## config.mk

```make
export PLATFORM = sky130hd
export DESIGN_NAME = acf_clear_bank
export DESIGN_NICKNAME = d
export VERILOG_FILES = /design/src/common/acf_pkg.sv /design/src/rtl/acf_clear_bank.sv
export VERILOG_INCLUDE_DIRS = /design/src /design/src/common
export SDC_FILE = /design/constraint.sdc
export NUM_CORES = 1
export LEC_CHECK = 0
export ABC_AREA = 1
export BUFFER_PORTS_ARGS = -buffer_cell sky130_fd_sc_hd__buf_2
export CORE_ASPECT_RATIO = 1.75
export CORE_UTILIZATION = 50
export DETAILED_ROUTE_END_ITERATION = 10
export HOLD_SLACK_MARGIN = 0.05
export PLACE_DENSITY = 0.8
export SYNTH_ARGS = -nofsm -noshare
export SYNTH_HDL_FRONTEND = slang
export SYNTH_SLANG_ARGS = --single-unit
```

## constraint.sdc

```tcl
create_clock -name clk_sys -period 3.7 [get_ports clk_sys]
set_input_delay 0.37 -clock clk_sys [delete_from_list [all_inputs] [get_ports clk_sys]]
set_output_delay 0.37 -clock clk_sys [all_outputs]
set_load 0.01 [all_outputs]
```

## src/common/acf_params.svh

```systemverilog
// offsets, field positions, reset values and masks of the clear vector bank
// assumes byte-wide register port, one clock, active-high async reset
//
// What this block does
// - four byte locations hold 32-bit clear vector
// - bits 29-24 start user application sequences
// - bit 23 starts control application sequence
// - bits 22-19 start user application sequences
// - bit 18 starts wake/sleep application sequence
// - bit 16 starts event queue sequence
// - bit 15 starts sample queue sequence
// - bit 14 starts frame counting sequence
// - bits 13-12 start user application sequences
// - bits 11-8 start tilt, tap, accel sequences
// - bits 7-6 start orientation, front-end sequences
// - bits 4-1 start mailbox, pin, parser, scheduler
// - bit 0 starts every application's sequence
// - power-on reset or wake clears flags
// - host general or own bit clears flag
`ifndef ACF_PARAMS_SVH
`define ACF_PARAMS_SVH

// -----------------------------------------------------------------
// register offsets
// -----------------------------------------------------------------
`define ACF_OFS_BYTE3 8'h08
`define ACF_OFS_BYTE2 8'h09
`define ACF_OFS_BYTE1 8'h10
`define ACF_OFS_BYTE0 8'h11

// -----------------------------------------------------------------
// reset values
// -----------------------------------------------------------------
`define ACF_RST_BYTE3 8'hFF
`define ACF_RST_BYTE2 8'h7F
`define ACF_RST_BYTE1 8'hFF
`define ACF_RST_BYTE0 8'hFF

// -----------------------------------------------------------------
// field positions and masks
// -----------------------------------------------------------------
`define ACF_BIT_GENERAL    0
`define ACF_BIT_SCHEDULER  1
`define ACF_BIT_CMD_PARSER 2
`define ACF_BIT_GPIO       3
`define ACF_BIT_MSG_BOX    4
`define ACF_BIT_FRONT_END  6
`define ACF_BIT_ORIENT     7
`define ACF_BIT_HIGH_ACCEL 8
`define ACF_BIT_LOW_ACCEL  9
`define ACF_BIT_TAP        10
`define ACF_BIT_TILT       11
`define ACF_BIT_FRAME_CNT  14
`define ACF_BIT_SAMPLE_Q   15
`define ACF_BIT_EVENT_Q    16
`define ACF_BIT_WAKE_SLEEP 18
`define ACF_BIT_SELF       23
`define ACF_USER_TOP_HI    29
`define ACF_USER_TOP_LO    24
`define ACF_USER_MID_HI    22
`define ACF_USER_MID_LO    19
`define ACF_USER_LOW_HI    13
`define ACF_USER_LOW_LO    12
`define ACF_VALID_MASK     32'h3FFD_FFDF

`endif

```

## src/common/acf_pkg.sv

```systemverilog
// types shared by the clear vector bank
// assumes acf_params.svh carries the numbers
package acf_pkg;

    // -----------------------------------------------------------------
    // register selection
    // -----------------------------------------------------------------
    typedef enum logic [2:0] {
        ACF_SEL_NONE,
        ACF_SEL_BYTE3,
        ACF_SEL_BYTE2,
        ACF_SEL_BYTE1,
        ACF_SEL_BYTE0
    } acf_sel_t;

    typedef logic [31:0] acf_vec_t;

endpackage : acf_pkg

```

## src/rtl/acf_clear_bank.sv

```systemverilog
// clear vector bank: four byte registers that start per-application sequences
// assumes a single-cycle strobe register port and application flag-set pulses
`timescale 1ns/1ps
`include "acf_params.svh"

module acf_clear_bank #(
    parameter int ADDR_W = 8
) (
    input  wire logic              clk_sys,
    input  wire logic              rst,
    input  wire logic [ADDR_W-1:0] reg_addr,
    input  wire logic [7:0]        reg_wdata,
    input  wire logic              reg_wr,
    input  wire logic              reg_rd,
    input  wire logic [31:0]       app_flag_set,
    input  wire logic              wake_event,
    output logic      [7:0]        reg_rdata,
    output logic      [31:0]       seq_start,
    output logic      [31:0]       app_flag
);

    // -----------------------------------------------------------------
    // decode
    // -----------------------------------------------------------------
    function automatic acf_pkg::acf_sel_t acf_decode(input logic [ADDR_W-1:0] a);
        acf_pkg::acf_sel_t s;
        s = acf_pkg::ACF_SEL_NONE;
        if (a == ADDR_W'(`ACF_OFS_BYTE3)) s = acf_pkg::ACF_SEL_BYTE3;
        if (a == ADDR_W'(`ACF_OFS_BYTE2)) s = acf_pkg::ACF_SEL_BYTE2;
        if (a == ADDR_W'(`ACF_OFS_BYTE1)) s = acf_pkg::ACF_SEL_BYTE1;
        if (a == ADDR_W'(`ACF_OFS_BYTE0)) s = acf_pkg::ACF_SEL_BYTE0;
        return s;
    endfunction : acf_decode

    // -----------------------------------------------------------------
    // byte lane helpers
    // -----------------------------------------------------------------
    function automatic acf_pkg::acf_vec_t acf_lane_place(input acf_pkg::acf_sel_t s, input logic [7:0] d);
        acf_pkg::acf_vec_t v;
        v = 32'h0000_0000;
        unique case (s)
            acf_pkg::ACF_SEL_BYTE3: v[31:24] = d;
            acf_pkg::ACF_SEL_BYTE2: v[23:16] = d;
            acf_pkg::ACF_SEL_BYTE1: v[15:8]  = d;
            acf_pkg::ACF_SEL_BYTE0: v[7:0]   = d;
            default:                v        = 32'h0000_0000;
        endcase
        return v;
    endfunction : acf_lane_place

    function automatic logic [7:0] acf_lane_pick(input acf_pkg::acf_sel_t s, input acf_pkg::acf_vec_t v);
        logic [7:0] b;
        b = 8'h00;
        unique case (s)
            acf_pkg::ACF_SEL_BYTE3: b = v[31:24];
            acf_pkg::ACF_SEL_BYTE2: b = v[23:16];
            acf_pkg::ACF_SEL_BYTE1: b = v[15:8];
            acf_pkg::ACF_SEL_BYTE0: b = v[7:0];
            default:                b = 8'h00;
        endcase
        return b;
    endfunction : acf_lane_pick

    // -----------------------------------------------------------------
    // signals
    // -----------------------------------------------------------------
    acf_pkg::acf_sel_t sel;
    logic              wr_byte3;
    logic              wr_byte2;
    logic              wr_byte1;
    logic              wr_byte0;
    logic [7:0]        clear_vector_byte3_reg;
    logic [7:0]        clear_vector_byte3_next;
    logic [7:0]        clear_vector_byte2_reg;
    logic [7:0]        clear_vector_byte2_next;
    logic [7:0]        clear_vector_byte1_reg;
    logic [7:0]        clear_vector_byte1_next;
    logic [7:0]        clear_vector_byte0_reg;
    logic [7:0]        clear_vector_byte0_next;
    acf_pkg::acf_vec_t vec_reg;
    acf_pkg::acf_vec_t wr_ones;
    logic              general_wr;
    acf_pkg::acf_vec_t start_req;
    logic [5:0]        start_user_top;
    logic              start_self;
    logic [3:0]        start_user_mid;
    logic              start_wake_sleep;
    logic              start_event_q;
    logic              start_sample_q;
    logic              start_frame_cnt;
    logic [1:0]        start_user_low;
    logic              start_tilt;
    logic              start_tap;
    logic              start_low_accel;
    logic              start_high_accel;
    logic              start_orient;
    logic              start_front_end;
    logic              start_msg_box;
    logic              start_gpio;
    logic              start_cmd_parser;
    logic              start_scheduler;
    logic              start_general;
    acf_pkg::acf_vec_t start_next;
    acf_pkg::acf_vec_t start_reg;
    logic [5:0]        clr_user_top;
    logic              clr_self;
    logic [3:0]        clr_user_mid;
    logic              clr_wake_sleep;
    logic              clr_event_q;
    logic              clr_sample_q;
    logic              clr_frame_cnt;
    logic [1:0]        clr_user_low;
    logic              clr_tilt;
    logic              clr_tap;
    logic              clr_low_accel;
    logic              clr_high_accel;
    logic              clr_orient;
    logic              clr_front_end;
    logic              clr_msg_box;
    logic              clr_gpio;
    logic              clr_cmd_parser;
    logic              clr_scheduler;
    logic              clr_general;
    acf_pkg::acf_vec_t clr_own;
    logic              flag_clear_all;
    acf_pkg::acf_vec_t flag_kept;
    acf_pkg::acf_vec_t flag_next;
    acf_pkg::acf_vec_t flag_reg;
    logic [7:0]        rd_mux;
    logic [7:0]        rdata_reg;

    assign sel = acf_decode(reg_addr);

    // -----------------------------------------------------------------
    // vector bytes
    // -----------------------------------------------------------------
    assign wr_byte3 = reg_wr && (sel == acf_pkg::ACF_SEL_BYTE3);
    assign wr_byte2 = reg_wr && (sel == acf_pkg::ACF_SEL_BYTE2);
    assign wr_byte1 = reg_wr && (sel == acf_pkg::ACF_SEL_BYTE1);
    assign wr_byte0 = reg_wr && (sel == acf_pkg::ACF_SEL_BYTE0);

    // unmapped offsets fall through and leave every byte untouched
    assign clear_vector_byte3_next = wr_byte3 ? reg_wdata : clear_vector_byte3_reg;
    assign clear_vector_byte2_next = wr_byte2 ? reg_wdata : clear_vector_byte2_reg;
    assign clear_vector_byte1_next = wr_byte1 ? reg_wdata : clear_vector_byte1_reg;
    assign clear_vector_byte0_next = wr_byte0 ? reg_wdata : clear_vector_byte0_reg;

    assign vec_reg = {clear_vector_byte3_reg,
                      clear_vector_byte2_reg,
                      clear_vector_byte1_reg,
                      clear_vector_byte0_reg};

    // -----------------------------------------------------------------
    // per-application start pulses
    // -----------------------------------------------------------------
    // ones written this cycle; a written zero starts nothing
    assign wr_ones    = reg_wr ? acf_lane_place(sel, reg_wdata) : 32'h0000_0000;
    assign general_wr = wr_ones[`ACF_BIT_GENERAL];

    // general bit fans out to every application that exists
    assign start_req = general_wr ? `ACF_VALID_MASK : wr_ones;

    assign start_user_top   = start_req[`ACF_USER_TOP_HI:`ACF_USER_TOP_LO];
    assign start_self       = start_req[`ACF_BIT_SELF];
    assign start_user_mid   = start_req[`ACF_USER_MID_HI:`ACF_USER_MID_LO];
    assign start_wake_sleep = start_req[`ACF_BIT_WAKE_SLEEP];
    assign start_event_q    = start_req[`ACF_BIT_EVENT_Q];
    assign start_sample_q   = start_req[`ACF_BIT_SAMPLE_Q];
    assign start_frame_cnt  = start_req[`ACF_BIT_FRAME_CNT];
    assign start_user_low   = start_req[`ACF_USER_LOW_HI:`ACF_USER_LOW_LO];
    assign start_tilt       = start_req[`ACF_BIT_TILT];
    assign start_tap        = start_req[`ACF_BIT_TAP];
    assign start_low_accel  = start_req[`ACF_BIT_LOW_ACCEL];
    assign start_high_accel = start_req[`ACF_BIT_HIGH_ACCEL];
    assign start_orient     = start_req[`ACF_BIT_ORIENT];
    assign start_front_end  = start_req[`ACF_BIT_FRONT_END];
    assign start_msg_box    = start_req[`ACF_BIT_MSG_BOX];
    assign start_gpio       = start_req[`ACF_BIT_GPIO];
    assign start_cmd_parser = start_req[`ACF_BIT_CMD_PARSER];
    assign start_scheduler  = start_req[`ACF_BIT_SCHEDULER];
    assign start_general    = start_req[`ACF_BIT_GENERAL];

    // -----------------------------------------------------------------
    // start assembly
    // -----------------------------------------------------------------
    // reserved positions are never driven, whatever the host wrote there
    always_comb begin
        start_next                                     = 32'h0000_0000;
        start_next[`ACF_USER_TOP_HI:`ACF_USER_TOP_LO] = start_user_top;
        start_next[`ACF_BIT_SELF]                     = start_self;
        start_next[`ACF_USER_MID_HI:`ACF_USER_MID_LO] = start_user_mid;
        start_next[`ACF_BIT_WAKE_SLEEP]               = start_wake_sleep;
        start_next[`ACF_BIT_EVENT_Q]                  = start_event_q;
        start_next[`ACF_BIT_SAMPLE_Q]                 = start_sample_q;
        start_next[`ACF_BIT_FRAME_CNT]                = start_frame_cnt;
        start_next[`ACF_USER_LOW_HI:`ACF_USER_LOW_LO] = start_user_low;
        start_next[`ACF_BIT_TILT]                     = start_tilt;
        start_next[`ACF_BIT_TAP]                      = start_tap;
        start_next[`ACF_BIT_LOW_ACCEL]                = start_low_accel;
        start_next[`ACF_BIT_HIGH_ACCEL]               = start_high_accel;
        start_next[`ACF_BIT_ORIENT]                   = start_orient;
        start_next[`ACF_BIT_FRONT_END]                = start_front_end;
        start_next[`ACF_BIT_MSG_BOX]                  = start_msg_box;
        start_next[`ACF_BIT_GPIO]                     = start_gpio;
        start_next[`ACF_BIT_CMD_PARSER]               = start_cmd_parser;
        start_next[`ACF_BIT_SCHEDULER]                = start_scheduler;
        start_next[`ACF_BIT_GENERAL]                  = start_general;
    end

    // -----------------------------------------------------------------
    // per-application flag clears
    // -----------------------------------------------------------------
    // an own-bit host clear acts on the written ones of one byte only; a general bit write clears every flag
    assign clr_user_top   = wr_ones[`ACF_USER_TOP_HI:`ACF_USER_TOP_LO];
    assign clr_self       = wr_ones[`ACF_BIT_SELF];
    assign clr_user_mid   = wr_ones[`ACF_USER_MID_HI:`ACF_USER_MID_LO];
    assign clr_wake_sleep = wr_ones[`ACF_BIT_WAKE_SLEEP];
    assign clr_event_q    = wr_ones[`ACF_BIT_EVENT_Q];
    assign clr_sample_q   = wr_ones[`ACF_BIT_SAMPLE_Q];
    assign clr_frame_cnt  = wr_ones[`ACF_BIT_FRAME_CNT];
    assign clr_user_low   = wr_ones[`ACF_USER_LOW_HI:`ACF_USER_LOW_LO];
    assign clr_tilt       = wr_ones[`ACF_BIT_TILT];
    assign clr_tap        = wr_ones[`ACF_BIT_TAP];
    assign clr_low_accel  = wr_ones[`ACF_BIT_LOW_ACCEL];
    assign clr_high_accel = wr_ones[`ACF_BIT_HIGH_ACCEL];
    assign clr_orient     = wr_ones[`ACF_BIT_ORIENT];
    assign clr_front_end  = wr_ones[`ACF_BIT_FRONT_END];
    assign clr_msg_box    = wr_ones[`ACF_BIT_MSG_BOX];
    assign clr_gpio       = wr_ones[`ACF_BIT_GPIO];
    assign clr_cmd_parser = wr_ones[`ACF_BIT_CMD_PARSER];
    assign clr_scheduler  = wr_ones[`ACF_BIT_SCHEDULER];
    assign clr_general    = wr_ones[`ACF_BIT_GENERAL];

    always_comb begin
        clr_own                                     = 32'h0000_0000;
        clr_own[`ACF_USER_TOP_HI:`ACF_USER_TOP_LO] = clr_user_top;
        clr_own[`ACF_BIT_SELF]                     = clr_self;
        clr_own[`ACF_USER_MID_HI:`ACF_USER_MID_LO] = clr_user_mid;
        clr_own[`ACF_BIT_WAKE_SLEEP]               = clr_wake_sleep;
        clr_own[`ACF_BIT_EVENT_Q]                  = clr_event_q;
        clr_own[`ACF_BIT_SAMPLE_Q]                 = clr_sample_q;
        clr_own[`ACF_BIT_FRAME_CNT]                = clr_frame_cnt;
        clr_own[`ACF_USER_LOW_HI:`ACF_USER_LOW_LO] = clr_user_low;
        clr_own[`ACF_BIT_TILT]                     = clr_tilt;
        clr_own[`ACF_BIT_TAP]                      = clr_tap;
        clr_own[`ACF_BIT_LOW_ACCEL]                = clr_low_accel;
        clr_own[`ACF_BIT_HIGH_ACCEL]               = clr_high_accel;
        clr_own[`ACF_BIT_ORIENT]                   = clr_orient;
        clr_own[`ACF_BIT_FRONT_END]                = clr_front_end;
        clr_own[`ACF_BIT_MSG_BOX]                  = clr_msg_box;
        clr_own[`ACF_BIT_GPIO]                     = clr_gpio;
        clr_own[`ACF_BIT_CMD_PARSER]               = clr_cmd_parser;
        clr_own[`ACF_BIT_SCHEDULER]                = clr_scheduler;
        clr_own[`ACF_BIT_GENERAL]                  = clr_general;
    end

    // -----------------------------------------------------------------
    // application flags
    // -----------------------------------------------------------------
    // set beats clear so a flag raised during a host clear survives
    assign flag_clear_all = wake_event || general_wr;
    assign flag_kept      = flag_clear_all ? 32'h0000_0000 : (flag_reg & ~clr_own);
    assign flag_next      = flag_kept | app_flag_set;

    // -----------------------------------------------------------------
    // read path
    // -----------------------------------------------------------------
    // idle or unmapped reads return zero so stale data never lingers
    assign rd_mux = reg_rd ? acf_lane_pick(sel, vec_reg) : 8'h00;

    // -----------------------------------------------------------------
    // vector byte registers
    // -----------------------------------------------------------------
    always_ff @(posedge clk_sys or posedge rst) begin
        if (rst) begin
            clear_vector_byte3_reg <= `ACF_RST_BYTE3;
        end else begin
            clear_vector_byte3_reg <= clear_vector_byte3_next;
        end
    end

    always_ff @(posedge clk_sys or posedge rst) begin
        if (rst) begin
            clear_vector_byte2_reg <= `ACF_RST_BYTE2;
        end else begin
            clear_vector_byte2_reg <= clear_vector_byte2_next;
        end
    end

    always_ff @(posedge clk_sys or posedge rst) begin
        if (rst) begin
            clear_vector_byte1_reg <= `ACF_RST_BYTE1;
        end else begin
            clear_vector_byte1_reg <= clear_vector_byte1_next;
        end
    end

    always_ff @(posedge clk_sys or posedge rst) begin
        if (rst) begin
            clear_vector_byte0_reg <= `ACF_RST_BYTE0;
        end else begin
            clear_vector_byte0_reg <= clear_vector_byte0_next;
        end
    end

    // -----------------------------------------------------------------
    // start pulse register
    // -----------------------------------------------------------------
    always_ff @(posedge clk_sys or posedge rst) begin
        if (rst) begin
            start_reg <= 32'h0000_0000;
        end else begin
            start_reg <= start_next;
        end
    end

    // -----------------------------------------------------------------
    // flag register
    // -----------------------------------------------------------------
    always_ff @(posedge clk_sys or posedge rst) begin
        if (rst) begin
            flag_reg <= 32'h0000_0000;
        end else begin
            flag_reg <= flag_next;
        end
    end

    // -----------------------------------------------------------------
    // read data register
    // -----------------------------------------------------------------
    always_ff @(posedge clk_sys or posedge rst) begin
        if (rst) begin
            rdata_reg <= 8'h00;
        end else begin
            rdata_reg <= rd_mux;
        end
    end

    // -----------------------------------------------------------------
    // outputs
    // -----------------------------------------------------------------
    assign reg_rdata = rdata_reg;
    assign seq_start = start_reg;
    assign app_flag  = flag_reg;

endmodule : acf_clear_bank

```

Word level (Yosys, flattened, before mapping)

Cells that the tools add are included.

Shift-type cells: 0
Mux-type cells: 13
Divide/modulo/power cells: 0
Multiply operators: 0
Order comparisons: 0
Bitwise logic cells: 3
Reduce and logical (&&, ||, !) cells: 5
Add/subtract/negate cells: 0
Equality and inequality tests: 8

Operators with widths:

| kind                                                 | number |
|---|---|
| 2-to-1 mux 30 bit                                    | 2 |
| bitwise AND 32 bit                                   | 1 |
| 2-to-1 mux 32 bit                                    | 1 |
| 2-to-1 mux 8 bit                                     | 4 |
| NOT 30 -> 32 bit                                     | 1 |
| bitwise OR 32 bit                                    | 1 |
| case mux 8 bit (4 select lines)                      | 1 |
| equality test 8 x 4 -> 1 bit (second input constant) | 2 |
| equality test 8 x 5 -> 1 bit (second input constant) | 2 |
| 2-to-1 mux 3 bit                                     | 3 |
| equality test 3 x 2 -> 1 bit (second input constant) | 2 |
| 2-to-1 mux 6 bit                                     | 1 |
| logical AND 1 bit                                    | 4 |
| equality test 3 x 1 -> 1 bit (second input constant) | 1 |
| equality test 3 bit (second input constant)          | 1 |
| logical OR 1 bit                                     | 1 |
| 2-to-1 mux 1 bit                                     | 1 |

Output and inout port bits: 72
Memory bits (writable): 0
Word-level logic and storage cells: 36
Bits in registers: 100
Bits of input ports: 53
Memories: 0
Bits in read-only memories: 0
Bits in latches: 0

Depth between registers and ports, before layout

Word-level depth: 12
Mapped depth: 9
Gate-level depth less buffers: 8

Worst setup path after synthesis

Ideal clock, no wire load.

Path kind: input -> register
Start point: input reg_addr[3]
End point: register flag_reg[0] (netlist: app_flag[0])
Cell stages on the path: 7
Required time: 3576 ps
Data arrival time: 1231 ps
Setup slack: 2346 ps
Setup time: 124 ps
Buffers on the path: 1
Cell sequence: inv_1 nand2_1 nor2_4 nand4_4 nand2_4 buf_6 o21bai_1

Longest elaborated chain between the ends: 12
Elaborated cells on any way between the ends: 16
Those cells by class: eq/ne (5); mux (7); bitwise (3); reduce/logical (1)

RTL lines:

| what                         | RTL line              | source |
|---|---|---|
| from (decl)                  | acf_clear_bank.sv:11  | `input wire logic [ADDR_W-1:0] reg_addr,` |
| equality test 8 x 4 -> 1 bit | acf_clear_bank.sv:28  | `` if (a == ADDR_W'(`ACF_OFS_BYTE3)) s = acf_pkg::ACF_SEL_BYTE3; `` |
| 2-to-1 mux 1 bit             | acf_clear_bank.sv:28  |  |
| 2-to-1 mux 3 bit             | acf_clear_bank.sv:29  | `` if (a == ADDR_W'(`ACF_OFS_BYTE2)) s = acf_pkg::ACF_SEL_BYTE2; `` |
| 2-to-1 mux 3 bit             | acf_clear_bank.sv:30  | `` if (a == ADDR_W'(`ACF_OFS_BYTE1)) s = acf_pkg::ACF_SEL_BYTE1; `` |
| 2-to-1 mux 3 bit *           | acf_clear_bank.sv:31  | `` if (a == ADDR_W'(`ACF_OFS_BYTE0)) s = acf_pkg::ACF_SEL_BYTE0; `` |
| equality test 3 bit *        | acf_clear_bank.sv:41  | `unique case (s)` |
| 2-to-1 mux 8 bit *           | acf_clear_bank.sv:41  |  |
| 2-to-1 mux 30 bit *          | acf_clear_bank.sv:157 | `assign wr_ones = reg_wr ? acf_lane_place(sel, reg_wdata) : 32'h0000_0000;` |
| NOT 30 -> 32 bit             | acf_clear_bank.sv:262 | `assign flag_kept = flag_clear_all ? 32'h0000_0000 : (flag_reg & ~clr_own);` |
| bitwise AND 32 bit           | acf_clear_bank.sv:262 |  |
| 2-to-1 mux 32 bit *          | acf_clear_bank.sv:262 |  |
| bitwise OR 32 bit *          | acf_clear_bank.sv:263 | `assign flag_next = flag_kept \| app_flag_set;` |
| named net flag_next[0]       | acf_clear_bank.sv:127 | `acf_pkg::acf_vec_t flag_next;` |
| to (signal assigned)         | acf_clear_bank.sv:324 | `flag_reg <= flag_next;` |
| to (decl)                    | acf_clear_bank.sv:128 | `acf_pkg::acf_vec_t flag_reg;` |

The timed path passes the listed nets; every way through them passes the cells marked *.
A chain may end at the register's enable or synchronous reset.

Worst setup path in the final report

Start point: input reg_addr[3]
End point: register flag_reg[19] (netlist: app_flag[19])

Longest elaborated chain between the ends: 12
Elaborated cells on any way between the ends: 18
Those cells by class: eq/ne (6); mux (8); bitwise (3); reduce/logical (1)

RTL lines:

| what                         | RTL line |
|---|---|
| equality test 8 x 4 -> 1 bit | acf_clear_bank.sv:28 |
| 2-to-1 mux 1 bit             | acf_clear_bank.sv:28 |
| 2-to-1 mux 3 bit             | acf_clear_bank.sv:29 |
| 2-to-1 mux 3 bit             | acf_clear_bank.sv:30 |
| 2-to-1 mux 3 bit *           | acf_clear_bank.sv:31 |
| equality test 3 x 2 -> 1 bit | acf_clear_bank.sv:41 |
| 2-to-1 mux 8 bit             | acf_clear_bank.sv:41 |
| 2-to-1 mux 30 bit *          | acf_clear_bank.sv:157 |
| NOT 30 -> 32 bit             | acf_clear_bank.sv:262 |
| bitwise AND 32 bit           | acf_clear_bank.sv:262 |
| 2-to-1 mux 32 bit *          | acf_clear_bank.sv:262 |
| bitwise OR 32 bit *          | acf_clear_bank.sv:263 |
| named net flag_next[19]      | acf_clear_bank.sv:127 |

Marked as above.

==> impl_summary.txt <==
----------------------------------------------------
[Global routing]
  Global routing usage summed across all routing layers ... 23.77%
  Initial antenna violation count ... 0
  Gr ovfl total ... 0
  Maximum number of pins on one net before global-route repair ... 81
  Global-route wire length before repair ... 15240 microns
  Via count of the first global-routing pass ... 3232

[Placed design]
  I/O Buffers ... 120
  Gp weighted congestion ... 0.8375
  Placed wire-length estimate ... 7089 microns

[Min path]
  Hold crit path type ... primary input to register
  Hold Path Stages ... 3
  Source of the worst hold timing path ... app_flag_set[10]
  Hold path endpoint ... app_flag[10]$_DFF_PP0_

[Setup path]
  Worst r2r path cells ... 4
  Required time reported for the critical path endpoint ... 3.91 ns
  RR Startpoint ... clear_vector_byte1_reg[2]$_DFFE_PP1P_
  Category of the critical setup timing path ... primary input to register
  Crit path DAT ... 1.89 ns
  Crit path from ... reg_addr[3]
  Crit path launch type ... primary input
  Critical-path maximum fanout ... 34
  Endpoint of the most critical register-to-register path ... reg_rdata[2]$_DFF_PP0_
  CP Capture Type ... register
  Register-to-Register Setup Slack ... 2.72 ns

[Clock tree]
  TritonCTS buffer count ... 9
  Cell at the root of the clock tree ... sky130_fd_sc_hd__clkbuf_16
  Count of clock tree sinks ... 100
  Clock slew at the register clock pins of the worst setup and hold paths ... 0.07 ns
  Depth of the CTS H-tree ... 3
  Later-pin clock latency in the skew report ... 0.34 ns
  Number of resized instances in the post-cts repair step ... 0
  TritonCTS clock tree ... built
  Maximum clock path buffer count ... 2
  Post-CTS Hold Fix Bufs ... 0
  Post-CTS Setup Inserts ... 0

[Drt]
  Post-DR wirelength/cell ... 14.45 microns
  Number of nets with antenna violations after routing ... 0
  Via count normalized by instance count ... 4.986
  Detailed Routing Iterations Pass 1 ... 9
  DRT Wirelength ... 9479 microns
  Starting DRC count in detailed routing ... 228
  DRC violation count after routing ... 6
  Via count ... 3271

[Timing]
  Peak Freq ... 595.1 MHz
  Setup-violating endpoint count in the final report ... 0
  Transition time of the tightest slew-check pin ... 0.9160 ns
  Relative slew slack ... 38.93%
  Count of endpoints failing hold in the final timing report ... 0
  Share of the cycle needed by the critical path after routing ... 45.41%
  Number of max-slew violations in the final report ... 0
  Final setup TNS ... 0 ns
  RSZ-0062 raised after global routing ... no
  Final min period ... 1.680 ns
  Setup clock skew after layout ... 0.003142 ns

[Yosys]
  Synthesized area ... 0.004111 sq mm
  Number of synthesis warnings ... 0
  Sequential area share after synthesis ... 61.81%
  Post-synthesis cell type count ... 21
  Synthesized instance count ... 443
  Post-Synthesis Mean Instance Area ... 9.281 sq um
  Post-synthesis sequential element count ... 100

[Power and ir drop]
  Leakage power figure ... 0.002946 uW
  Ratio of total power to cell area ... 452.1 mW/mm^2
  Switching part of the total ... 23.38%
  Relative contribution of sequential cells to total power ... 51.8%
  Psw ... 530.9 uW
  Combinational share of power ... 7.9%
  Maximum vdd drop ... 0.0003164 V
  Clock share of power ... 40.3%
  Cell Int Power ... 1740 uW

[Floorplan]
  FP Rows ... 43
  Die outline area ... 0.008603 sq mm
  Ports ... 125
  Horizontal extent of the die ... 70.55 microns
  Area of the core ... 0.007963 sq mm
  Initial core utilization ... 51.63%
  Vertical extent of the die ... 122.0 microns

[Cells and area]
  Share of final-layout standard cells stronger than drive strength 1 ... 31.45%
  Commonest non-fill, non-tap cell in the layout ... sky130_fd_sc_hd__nand2_1
  Max reg flops ... 32
  Core utilization of the finished layout ... 63.07%
  Final antenna diode count ... 0
  Commonest cells after routing, fill and taps aside ... 137 x sky130_fd_sc_hd__nand2_1, 120 x sky130_fd_sc_hd__buf_2, 69 x sky130_fd_sc_hd__dfrtp_1
  Synth-to-layout area growth ... 22.15%
  Layout net count ... 614

[Outcome]
  Violations in the final reports ... design-rule violations
  Outcome ... finished with violations

[Flow run]
  MaxCap Viol Count ... 0

----------------------------------------------------
==> layer usage <==
layer,global-route usage (%),vias to the layer above,wire length [microns]
li1,-,1580,-
met1,26.30,1571,3364
met2,43.08,104,5364
met3,5.045,16,508
met4,11.50,0,242
met5,0,-,0
==> synth_stat cells, drive strengths merged <==
master	count	area (sq um)
nand3b	9	67.56
nor2	32	147.6
dfrtp	69	1727
inv	64	240.2
o21bai	11	82.58
conb	1	3.750
o21ai	44	220.2
dfstp	31	814.5
nand3	23	127.6
nand4	1	21.27
buf	18	123.9
nand2	139	531.8
clkinv	1	3.750
==> power groups by stage <==
stage	Clock, uW	Combinational [uW]	Sequential (uW)
2_1_floorplan	0	90.8	1200
3_3_place_gp	0	176	1190
3_5_place_dp	0	181	1190
4_1_cts	923	182	1180
5_1_grt	971	203	1180
6_report	916	179	1180
==> worst max path at each step <==
stage,end,slack (ns),cells after the start
after floorplan,app_flag[0]$_DFF_PP0_,0.76,1
final,app_flag[19]$_DFF_PP0_,2.02,7
after CTS,app_flag[19]$_DFF_PP0_,2.01,7
after global routing,app_flag[19]$_DFF_PP0_,1.83,7
after global placement,app_flag[23]$_DFF_PP0_,1.78,7
after detailed placement,app_flag[19]$_DFF_PP0_,1.67,7
==> stage by stage <==
stage          hold slack (ns)  worst slack [ns]  total power (uW)  instance area (sq um)  std cells
6_report                0.2132             2.020              2270                   5022        656
3_3_place_gp            0.4564             1.780              1368                   4730        640
4_1_cts                 0.2095             2.012              2281                   5022        656
2_1_floorplan           0.4422            0.7625              1292                   4123        446
3_5_place_dp            0.4543             1.672              1375                   4730        640
5_1_grt                 0.2119             1.829              2354                   5022        656
==> area by class of cell <==
cell class	count	area, sq um
Multi-Input combinational cell	263	1214
Sequential cell	100	2541
Timing Repair Buffer	122	615.6
Clock buffer	9	225.2
Fill cell	680	2940
Inverter	65	246.5
Tap cell	90	112.6
Clock inverter	7	67.56
==> critical path, stage by stage <==
cell and delay [ns]:
sky130_fd_sc_hd__buf_2 0.10, sky130_fd_sc_hd__inv_1 0.06, sky130_fd_sc_hd__nand2_1 0.10, sky130_fd_sc_hd__nor2_4 0.27, sky130_fd_sc_hd__nand4_4 0.48, sky130_fd_sc_hd__nand2_4 0.36, sky130_fd_sc_hd__o21ai_0 0.14
==> cells by family (layout without fill, tap and decap cells) <==
| family | after synthesis | count (layout) | synth area share [%] |
|---|---|---|---|
| AND/OR/NAND/NOR | 204 | 204 | 21.79 |
| other | 1 | 4 | 0.09121 |
| flip-flops | 100 | 100 | 61.81 |
| AO/OA/AOI/OAI | 55 | 55 | 7.365 |
| buffers and inverters | 83 | 203 | 8.947 |
Note: power is estimated with default switching activity, not from simulation.
